`src/dtc_pkg.sv`:
```
// constants shared by the dual 8-bit timer/counter
package dtc_pkg;
    localparam logic [7:0] ADDR_LOW_CTRL = 8'h00;
    localparam logic [7:0] ADDR_LOW_CMP = 8'h04;
    localparam logic [7:0] ADDR_LOW_PW = 8'h08;
    localparam logic [7:0] ADDR_HIGH_CTRL = 8'h0C;
    localparam logic [7:0] ADDR_HIGH_CMP = 8'h10;
    localparam logic [7:0] ADDR_HIGH_PW = 8'h14;
    localparam logic [7:0] ADDR_INT_STAT = 8'h18;
    localparam logic [7:0] ADDR_INT_MASK = 8'h1C;
    localparam logic [7:0] ADDR_COUNT = 8'h20;
    // control register fields
    localparam int CTRL_PRESET_BIT = 7;
    localparam int CTRL_CK_LSB = 4;
    localparam int CTRL_RUN_BIT = 3;
    localparam int CTRL_MODE_LSB = 0;
    localparam int CTRL_CASCADE_BIT = 2;
    localparam logic [7:0] CTRL_RESET = 8'h00;
    localparam logic [7:0] CMP_RESET = 8'h00;
    localparam logic [7:0] PW_RESET = 8'h00;
    localparam logic [1:0] MASK_RESET = 2'h0;
    // mode field codes
    localparam logic [2:0] MODE_TIMER = 3'h0;
    localparam logic [2:0] MODE_DIVIDER = 3'h1;
    localparam logic [2:0] MODE_PWM = 3'h2;
    localparam logic [2:0] MODE_CASCADE_LOW = 3'h3;
    // clock select codes
    localparam logic [2:0] CK_DIV2_11 = 3'h0;
    localparam logic [2:0] CK_DIV2_7 = 3'h1;
    localparam logic [2:0] CK_DIV2_5 = 3'h2;
    localparam logic [2:0] CK_DIV2_3 = 3'h3;
    localparam logic [2:0] CK_DIV2 = 3'h4;
    localparam logic [2:0] CK_FC = 3'h5;
    localparam logic [2:0] CK_PIN = 3'h6;
    localparam int PRESCALE_BITS = 11;
endpackage : dtc_pkg

```
`src/dtc_timer.sv`:
```
// dual 8-bit timer/counter with cascade, divider output and apb registers
//
// Behaviour
// - starting write also loads mode, clock, preset
// - cascade: low mode 011, high selects mode
// - cascade: low clock, high run and preset
// - high mode 1xx clocks high from overflow
// - selectable clocks depend on operating mode
// - timer counts prescaled clock, match clears, interrupts
// - compare register unbuffered, writes act at once
// - event mode counts input falling edges
// - divider match toggles flip-flop, clears, interrupts
// - divider pin is inverse flip-flop, reset high
// - stopped divider holds level, separate preset write
// - run is bit 3, preset bit 7
// - 00010001B selects fc/2^7 divider, stopped
`timescale 1ns/10ps
module dtc_timer
    import dtc_pkg::*;
(
    input wire logic pclk,
    input wire logic presetn,
    input wire logic psel,
    input wire logic penable,
    input wire logic pwrite,
    input wire logic [7:0] paddr,
    input wire logic [31:0] pwdata,
    output logic [31:0] prdata,
    output logic pready,
    output logic pslverr,
    input wire logic low_event_input_pin,
    input wire logic high_event_input_pin,
    output logic low_divider_output_pin,
    output logic high_divider_output_pin,
    output logic counter_interrupt
);
    logic [7:0] ctrl_ff [2];
    logic [7:0] cmp_ff [2];
    logic [7:0] pw_ff [2];
    logic [7:0] cnt_ff [2];
    logic [1:0] tff_ff;
    logic [1:0] stat_ff;
    logic [1:0] mask_ff;
    logic [1:0] evt_prev_ff;
    logic [PRESCALE_BITS-1:0] pre_ff;
    logic [31:0] prdata_ff;
    logic pslverr_ff;

    wire setup = psel && !penable;
    wire access = psel && penable;
    wire wr = access && pwrite;
    wire rd = access && !pwrite;
    wire hit_ctrl0 = paddr == ADDR_LOW_CTRL;
    wire hit_ctrl1 = paddr == ADDR_HIGH_CTRL;
    wire hit_cmp0 = paddr == ADDR_LOW_CMP;
    wire hit_cmp1 = paddr == ADDR_HIGH_CMP;
    wire hit_pw0 = paddr == ADDR_LOW_PW;
    wire hit_pw1 = paddr == ADDR_HIGH_PW;
    wire hit_stat = paddr == ADDR_INT_STAT;
    wire hit_mask = paddr == ADDR_INT_MASK;
    wire hit_cnt = paddr == ADDR_COUNT;
    wire mapped = hit_ctrl0 || hit_ctrl1 || hit_cmp0 || hit_cmp1 || hit_pw0 || hit_pw1
        || hit_stat || hit_mask || hit_cnt;
    wire [1:0] wr_ctrl = {wr && hit_ctrl1, wr && hit_ctrl0};
    wire [1:0] wr_cmp = {wr && hit_cmp1, wr && hit_cmp0};
    wire [1:0] wr_pw = {wr && hit_pw1, wr && hit_pw0};
    wire [1:0] evt_pin = {high_event_input_pin, low_event_input_pin};

    // prescaler taps: each is a one-cycle enable at its divided rate
    wire tick_2_11 = &pre_ff[10:0];
    wire tick_2_7 = &pre_ff[6:0];
    wire tick_2_5 = &pre_ff[4:0];
    wire tick_2_3 = &pre_ff[2:0];
    wire tick_2_1 = pre_ff[0];

    // high mode 1xx joins both counters into one 16-bit unit
    wire cascade = ctrl_ff[1][CTRL_CASCADE_BIT];
    wire [15:0] cnt16 = {cnt_ff[1], cnt_ff[0]};
    wire [15:0] cnt16_inc = cnt16 + 16'h0001;
    wire match16 = cnt16_inc == {cmp_ff[1], cmp_ff[0]};

    logic [1:0] run;
    logic [1:0] tick;
    logic [1:0] match;
    logic [1:0] event_hit;
    logic [1:0] start;
    logic low_ovf;

    // in cascade the low half runs on the high run bit
    assign run[0] = cascade ? ctrl_ff[1][CTRL_RUN_BIT] : ctrl_ff[0][CTRL_RUN_BIT];
    assign run[1] = ctrl_ff[1][CTRL_RUN_BIT];
    assign low_ovf = tick[0] && (cnt_ff[0] == 8'hFF);

    genvar i;
    generate
        for (i = 0; i < 2; i++) begin : g_ch
            wire [2:0] ck = ctrl_ff[i][CTRL_CK_LSB +: 3];
            wire [2:0] mode = ctrl_ff[i][CTRL_MODE_LSB +: 3];
            wire fall = evt_prev_ff[i] && !evt_pin[i];
            wire [7:0] inc = cnt_ff[i] + 8'h01;
            logic src;
            // pin falling edges only when the pin source is chosen
            always_comb begin
                unique case (ck)
                    CK_DIV2_11: src = tick_2_11;
                    CK_DIV2_7: src = tick_2_7;
                    CK_DIV2_5: src = tick_2_5;
                    CK_DIV2_3: src = tick_2_3;
                    CK_DIV2: src = tick_2_1 && (mode == MODE_PWM);
                    CK_FC: src = (mode == MODE_PWM);
                    CK_PIN: src = fall && (mode == MODE_TIMER);
                    default: src = 1'b0;
                endcase
            end
            if (i == 0) begin : g_low
                assign tick[i] = run[i] && src;
                assign match[i] = cascade ? (tick[i] && match16) : (tick[i] && inc == cmp_ff[i]);
                assign event_hit[i] = !cascade && match[i];
            end else begin : g_high
                assign tick[i] = cascade ? low_ovf : (run[i] && src);
                assign match[i] = cascade ? match[0] : (tick[i] && inc == cmp_ff[i]);
                assign event_hit[i] = match[i];
            end
            // a write that raises run starts the counter
            assign start[i] = wr_ctrl[i] && pwdata[CTRL_RUN_BIT] && !ctrl_ff[i][CTRL_RUN_BIT];

            always_ff @(posedge pclk or negedge presetn) begin
                if (!presetn) begin
                    ctrl_ff[i] <= CTRL_RESET;
                    cmp_ff[i] <= CMP_RESET;
                    pw_ff[i] <= PW_RESET;
                    cnt_ff[i] <= 8'h00;
                    tff_ff[i] <= 1'b0;
                    evt_prev_ff[i] <= 1'b1;
                end else begin
                    evt_prev_ff[i] <= evt_pin[i];
                    // settings are frozen while running; the run bit alone moves then
                    if (wr_ctrl[i] && (!ctrl_ff[i][CTRL_RUN_BIT] || !pwdata[CTRL_RUN_BIT])) begin
                        if (ctrl_ff[i][CTRL_RUN_BIT]) begin
                            ctrl_ff[i][CTRL_RUN_BIT] <= 1'b0;
                        end else begin
                            ctrl_ff[i] <= pwdata[7:0];
                        end
                    end
                    if (wr_cmp[i]) begin
                        cmp_ff[i] <= pwdata[7:0];
                    end
                    if (wr_pw[i]) begin
                        pw_ff[i] <= pwdata[7:0];
                    end
                    // preset lands only on a write made while stopped
                    if (wr_ctrl[i] && !ctrl_ff[i][CTRL_RUN_BIT] && !(i == 0 && cascade)) begin
                        tff_ff[i] <= pwdata[CTRL_PRESET_BIT];
                    end else if (event_hit[i] && mode == MODE_DIVIDER) begin
                        tff_ff[i] <= !tff_ff[i];
                    end
                    if (start[i] || (i == 0 && cascade && start[1])) begin
                        cnt_ff[i] <= 8'h00;
                    end else if (match[i]) begin
                        cnt_ff[i] <= 8'h00;
                    end else if (tick[i]) begin
                        cnt_ff[i] <= inc;
                    end
                end
            end
        end
    endgenerate

    // status bits are sticky; a new event beats the clear-on-read
    // only bits already captured for the reader are cleared, so an event at the setup edge survives
    wire clr_stat = rd && hit_stat;
    wire [1:0] clr_bits = clr_stat ? prdata_ff[1:0] : 2'h0;
    wire [1:0] nxt_stat_ff = (stat_ff & ~clr_bits) | event_hit;

    logic [31:0] rd_mux;
    always_comb begin
        rd_mux = 32'h0000_0000;
        if (hit_ctrl0) rd_mux[7:0] = ctrl_ff[0];
        if (hit_ctrl1) rd_mux[7:0] = ctrl_ff[1];
        if (hit_cmp0) rd_mux[7:0] = cmp_ff[0];
        if (hit_cmp1) rd_mux[7:0] = cmp_ff[1];
        if (hit_pw0) rd_mux[7:0] = pw_ff[0];
        if (hit_pw1) rd_mux[7:0] = pw_ff[1];
        if (hit_stat) rd_mux[1:0] = stat_ff;
        if (hit_mask) rd_mux[1:0] = mask_ff;
        if (hit_cnt) rd_mux[15:0] = cnt16;
    end

    always_ff @(posedge pclk or negedge presetn) begin
        if (!presetn) begin
            pre_ff <= '0;
            stat_ff <= 2'h0;
            mask_ff <= MASK_RESET;
            prdata_ff <= 32'h0000_0000;
            pslverr_ff <= 1'b0;
        end else begin
            pre_ff <= pre_ff + 1'b1;
            stat_ff <= nxt_stat_ff;
            if (wr && hit_mask) begin
                mask_ff <= pwdata[1:0];
            end
            // read data is captured in the setup cycle so prdata comes from a register
            if (setup) begin
                prdata_ff <= pwrite ? 32'h0000_0000 : rd_mux;
                pslverr_ff <= !mapped;
            end
        end
    end

    assign prdata = prdata_ff;
    assign pready = 1'b1;
    assign pslverr = pslverr_ff && access;
    assign low_divider_output_pin = !tff_ff[0];
    assign high_divider_output_pin = !tff_ff[1];
    assign counter_interrupt = |(stat_ff & mask_ff);
endmodule : dtc_timer

```
`config.mk`:
```
export PLATFORM = sky130hd
export DESIGN_NAME = dtc_timer
export DESIGN_NICKNAME = d
export VERILOG_FILES = /design/src/dtc_pkg.sv /design/src/dtc_timer.sv
export SDC_FILE = /design/constraint.sdc
export NUM_CORES = 1
export LEC_CHECK = 0
export ABC_AREA = 1
export BUFFER_PORTS_ARGS = -buffer_cell sky130_fd_sc_hd__buf_2
export CORE_ASPECT_RATIO = 0.6
export CORE_MARGIN = 2
export CORE_UTILIZATION = 40
export CTS_CLUSTER_SIZE = 16
export DETAILED_ROUTE_END_ITERATION = 7
export PLACE_DENSITY_LB_ADDON = 0.15
export SLEW_MARGIN = 25
export SYNTH_ARGS = -nofsm -noshare
export SYNTH_HDL_FRONTEND = slang
export SYNTH_SLANG_ARGS = --single-unit
```
`constraint.sdc`:
```
create_clock -name pclk -period 1.8 [get_ports pclk]
set_input_delay 0 -clock pclk [delete_from_list [all_inputs] [get_ports pclk]]
set_output_delay 0 -clock pclk [all_outputs]
set_load 0.05 [all_outputs]
```
==> flow_summary.yaml <==
synthesis:
  synth_edf_count: 0
  avgSynthCellArea_sq_um: 7.12
  synth_top_flop_cell: "dfrtp_1"
  async_flop_share_pct: 100
  ys_warn_count: 0
  synth_area_sq_um: 5850
  synth_cell_types: 38
  syn_inst: 821
  yosysSeqAreaShare_pct: 42.8
  ys_ff_latch: 100
worst_setup_path:
  end_kind: "flip-flop"
  critPathRequiredTime_ns: 2.09
  rr_startpoint: "cnt16[1]$_DFFE_PN0P_"
  rr_worst_depth: 15
  worst-setup-path-type: "flip-flop to flip-flop"
  r2r-end: "stat_ff[1]$_DFF_PN0_"
  cp_max_fo: 8
  critPathCapture: "stat_ff[1]$_DFF_PN0_"
  critPathLaunch: "cnt16[1]$_DFFE_PN0P_"
  rrSetupSlack_ns: -0.19
  startpoint_type: "flip-flop"
  crit_arrival_ns: 2.28
clock_network:
  root_buffer: "clkbuf_16"
  clk_pin_slew_worst_paths_ns: 0.07
  cts_tree: "done"
  clockBufferDepth: 2
  htree_levels: 3
  insertion_delay_ns: 0.35
  cts_sinks: 100
  cts_buffers: 9
global_routing:
  grt-ovfl-total: 0
  grt_pass1_vias: 5332
  grt_usage_pct: 24.2
  antenna_found_initial: 0
  grt_pass1_wl_um: 29400
  grt_max_degree: 41
sta:
  fin_tns_setup_ns: -3.37
  clock_skew_ns: 0.00707
  max_slew_margin_pct: 61.4
  fmax_mhz: 501
  fin_crit_sh_pct: 111
  timing.final.ws_setup_ns: -0.195
  hold_viol: 0
  worst_slew_pin_slew_ns: 0.573
  fin_crit_ns: 1.99
  slew_violations: 0
  setup_viol_count_final: 20
  rsz0062_at_grt: "yes"
floorplanning:
  io_pins: 84
  dieHeight_um: 97.7
  num_rows: 34
  initial_core_util_pct: 40.7
  coreArea_sq_um: 14400
  die-area_sq_um: 15600
  die_w_um: 160
routing:
  drt-pass1-iter-count: 7
  post_drt_via_cell_ratio: 4.95
  drt_iter0_drc: 492
  drc: 0
  post_drt_wl_per_cell_um: 15.6
  final_antenna_net_count: 0
  routed_wl_um: 18500
  vias: 5866
place:
  port_buffers: 42
  place_congestion: 0.872
  hpwl_um: 13900
final_layout:
  syn_to_final_growth_pct: 33.4
  layout.nets: 1033
  final_core_util_pct: 54.3
  final_layout_size_suffix_gt1_share_pct: 25.6
  fill_cells: 1421
  antenna_cells: 0
pwr:
  powerDensity_nw_per_um2: 578
  ir_drop_v: 0.000377
  p_leak_nw: 4.04
status:
  violations: "negative setup slack"
  outcome: "complete, but fails checks"
min_path:
  min_path_type: "input pin to flip-flop"
run:
  drv_cap: 0
## worst max-delay path, cell delays in order, from the launching register on
cell	delay, ns
dfrtp_1	0.43
buf_6	0.15
nand2_4	0.06
nor2_4	0.04
buf_12	0.13
nand2_8	0.08
buf_6	0.10
nand2_1	0.04
nand3_1	0.06
nand2_1	0.06
nor2_1	0.12
nand3_2	0.14
nor2_4	0.19
nand3_4	0.12
buf_4	0.15
nand3_2	0.06
## through the flow
stage               total power [mW]  hold WS, ns  area (sq um)  cells  setup WS [ns]
floorplan                       2.51       -0.296          5920    836    -0.00000488
global placement                2.63      -0.0377          6940   1142         -0.412
detailed placement              2.63      -0.0420          6940   1142         -0.484
CTS                             4.54       0.0297          7540   1175         -0.187
global route                    4.67       0.0763          7800   1184         -0.337
finish                          4.51       0.0357          7800   1184         -0.195
## Yosys cell counts, types with 2 or more instances
| library cell | instances | area [sq um] |
|---|---|---|
| dfstp_2 | 2 | 52.6 |
| or2_2 | 3 | 18.8 |
| a21oi_1 | 17 | 85.1 |
| nand3_1 | 72 | 360 |
| nor3_1 | 9 | 45.0 |
| nor2_1 | 63 | 236 |
| a32o_1 | 8 | 80.1 |
| o21bai_1 | 3 | 22.5 |
| nand2_1 | 263 | 987 |
| ha_1 | 5 | 62.6 |
| inv_1 | 112 | 420 |
| nor2_4 | 3 | 33.8 |
| buf_2 | 3 | 15.0 |
| o211ai_1 | 3 | 22.5 |
| dfrtp_1 | 98 | 2450 |
| buf_4 | 17 | 128 |
| clkinv_1 | 3 | 11.3 |
| nand2_2 | 7 | 43.8 |
| nor2_2 | 7 | 43.8 |
| clkbuf_1 | 7 | 26.3 |
| xnor2_1 | 9 | 78.8 |
| o2111ai_1 | 3 | 26.3 |
| o21ai_0 | 65 | 325 |
| nand4_1 | 17 | 106 |
| xor2_1 | 8 | 70.1 |
| conb_1 | 2 | 7.51 |
## registers in the layout, indices dropped and copies added, names as in the netlist
name,flops
cmp_ff,16
cnt16,16
prdata,16
pw_ff,16
ctrl_ff,15
pre_ff,11
evt_prev_ff,2
mask_ff,2
stat_ff,2
tff_ff,2
cascade,1
pslverr_ff,1
## cells in the final DEF, fill, tap and decap left out, types with 4 or more instances in the layout
cell           synthesis  routed
nand2_2                7      12
buf_4                 17     100
nand2_1              263     251
nand4_1               17      17
buf_12                 0       4
conb_1                 2      17
nand3_2                1      17
a32o_1                 8       8
clkbuf_16              0       9
inv_2                  1       5
dfrtp_1               98      96
inv_1                112     107
nor3_1                 9       7
nor2_4                 3      10
xnor2_1                9       9
nand2_4                1       6
buf_6                  0       7
a21oi_1               17      16
nor2_2                 7      12
nor2_1                63      51
xor2_1                 8       7
o21ai_0               65      64
nand3_1               72      55
dlygate4sd3_1          0      11
buf_2                  3      41
## power breakdown
part           total [mW]  switching (mW)  leakage (nW)  internal [mW]
clock network        1.90           0.920         0.132          0.981
registers            2.28          0.0139          1.32           2.26
logic               0.327           0.247          2.59         0.0798
## kinds of logic (layout without fill, tap and decap cells)
kind of cell	after synthesis	count (layout)	synth area share [%]
and+or+nand+nor	448	448	32.7
AOI/OAI and AO/OA	104	104	10.2
buffers and inverters	145	295	10.5
DFF	100	100	42.8
xor gates and xnor gates	17	17	2.55
adders and majority gates	5	5	1.07
other	2	17	0.128
## worst min path at each step
| stage | end | cells after the start | slack [ns] | from |
|---|---|---|---|---|
| finish | pslverr_ff$_DFFE_PN0P_ | 4 | 0.04 | psel |
| global route | pslverr_ff$_DFFE_PN0P_ | 4 | 0.08 | psel |
| global placement | ctrl_ff[1]$_DFFE_PN0P_ | 1 | -0.04 | presetn |
| detailed placement | ctrl_ff[0]$_DFFE_PN0P_ | 1 | -0.04 | presetn |
| CTS | pslverr_ff$_DFFE_PN0P_ | 4 | 0.03 | psel |
| floorplan | cascade$_DFFE_PN0P_ | 0 | -0.30 | presetn |
## cell type report
| class | count | area, sq um | share of cell area (%) |
|---|---|---|---|
| Clock buffer | 11 | 243 | 3.11 |
| Clock inverter | 5 | 37.5 | 0.481 |
| Inverter | 116 | 438 | 5.61 |
| Multi-Input combinational cell | 591 | 3100 | 39.8 |
| Sequential cell | 100 | 2510 | 32.1 |
| Tap cell | 198 | 248 | 3.18 |
| Timing Repair Buffer | 163 | 1220 | 15.7 |
## layer usage
metal / vias to the layer above / GRT usage [%] / part of all wire, %
li1: 2895 / - / -
met1: 2732 / 38.8 / 53
met2: 216 / 32.4 / 38
met3: 23 / 5.55 / 7.7
met4: 0 / 5.68 / 1.6
met5: - / 0 / 0
## timing repair
item,in CTS,in global routing
setup buffers,6,9
endpoints found under the hold margin,109,0
resized for setup,46,38
gates cloned,0,0
setup endpoints to repair,20,20
hold buffers,11,0
pin swaps,24,25
No activity file was read; power rests on OpenSTA's default activity.
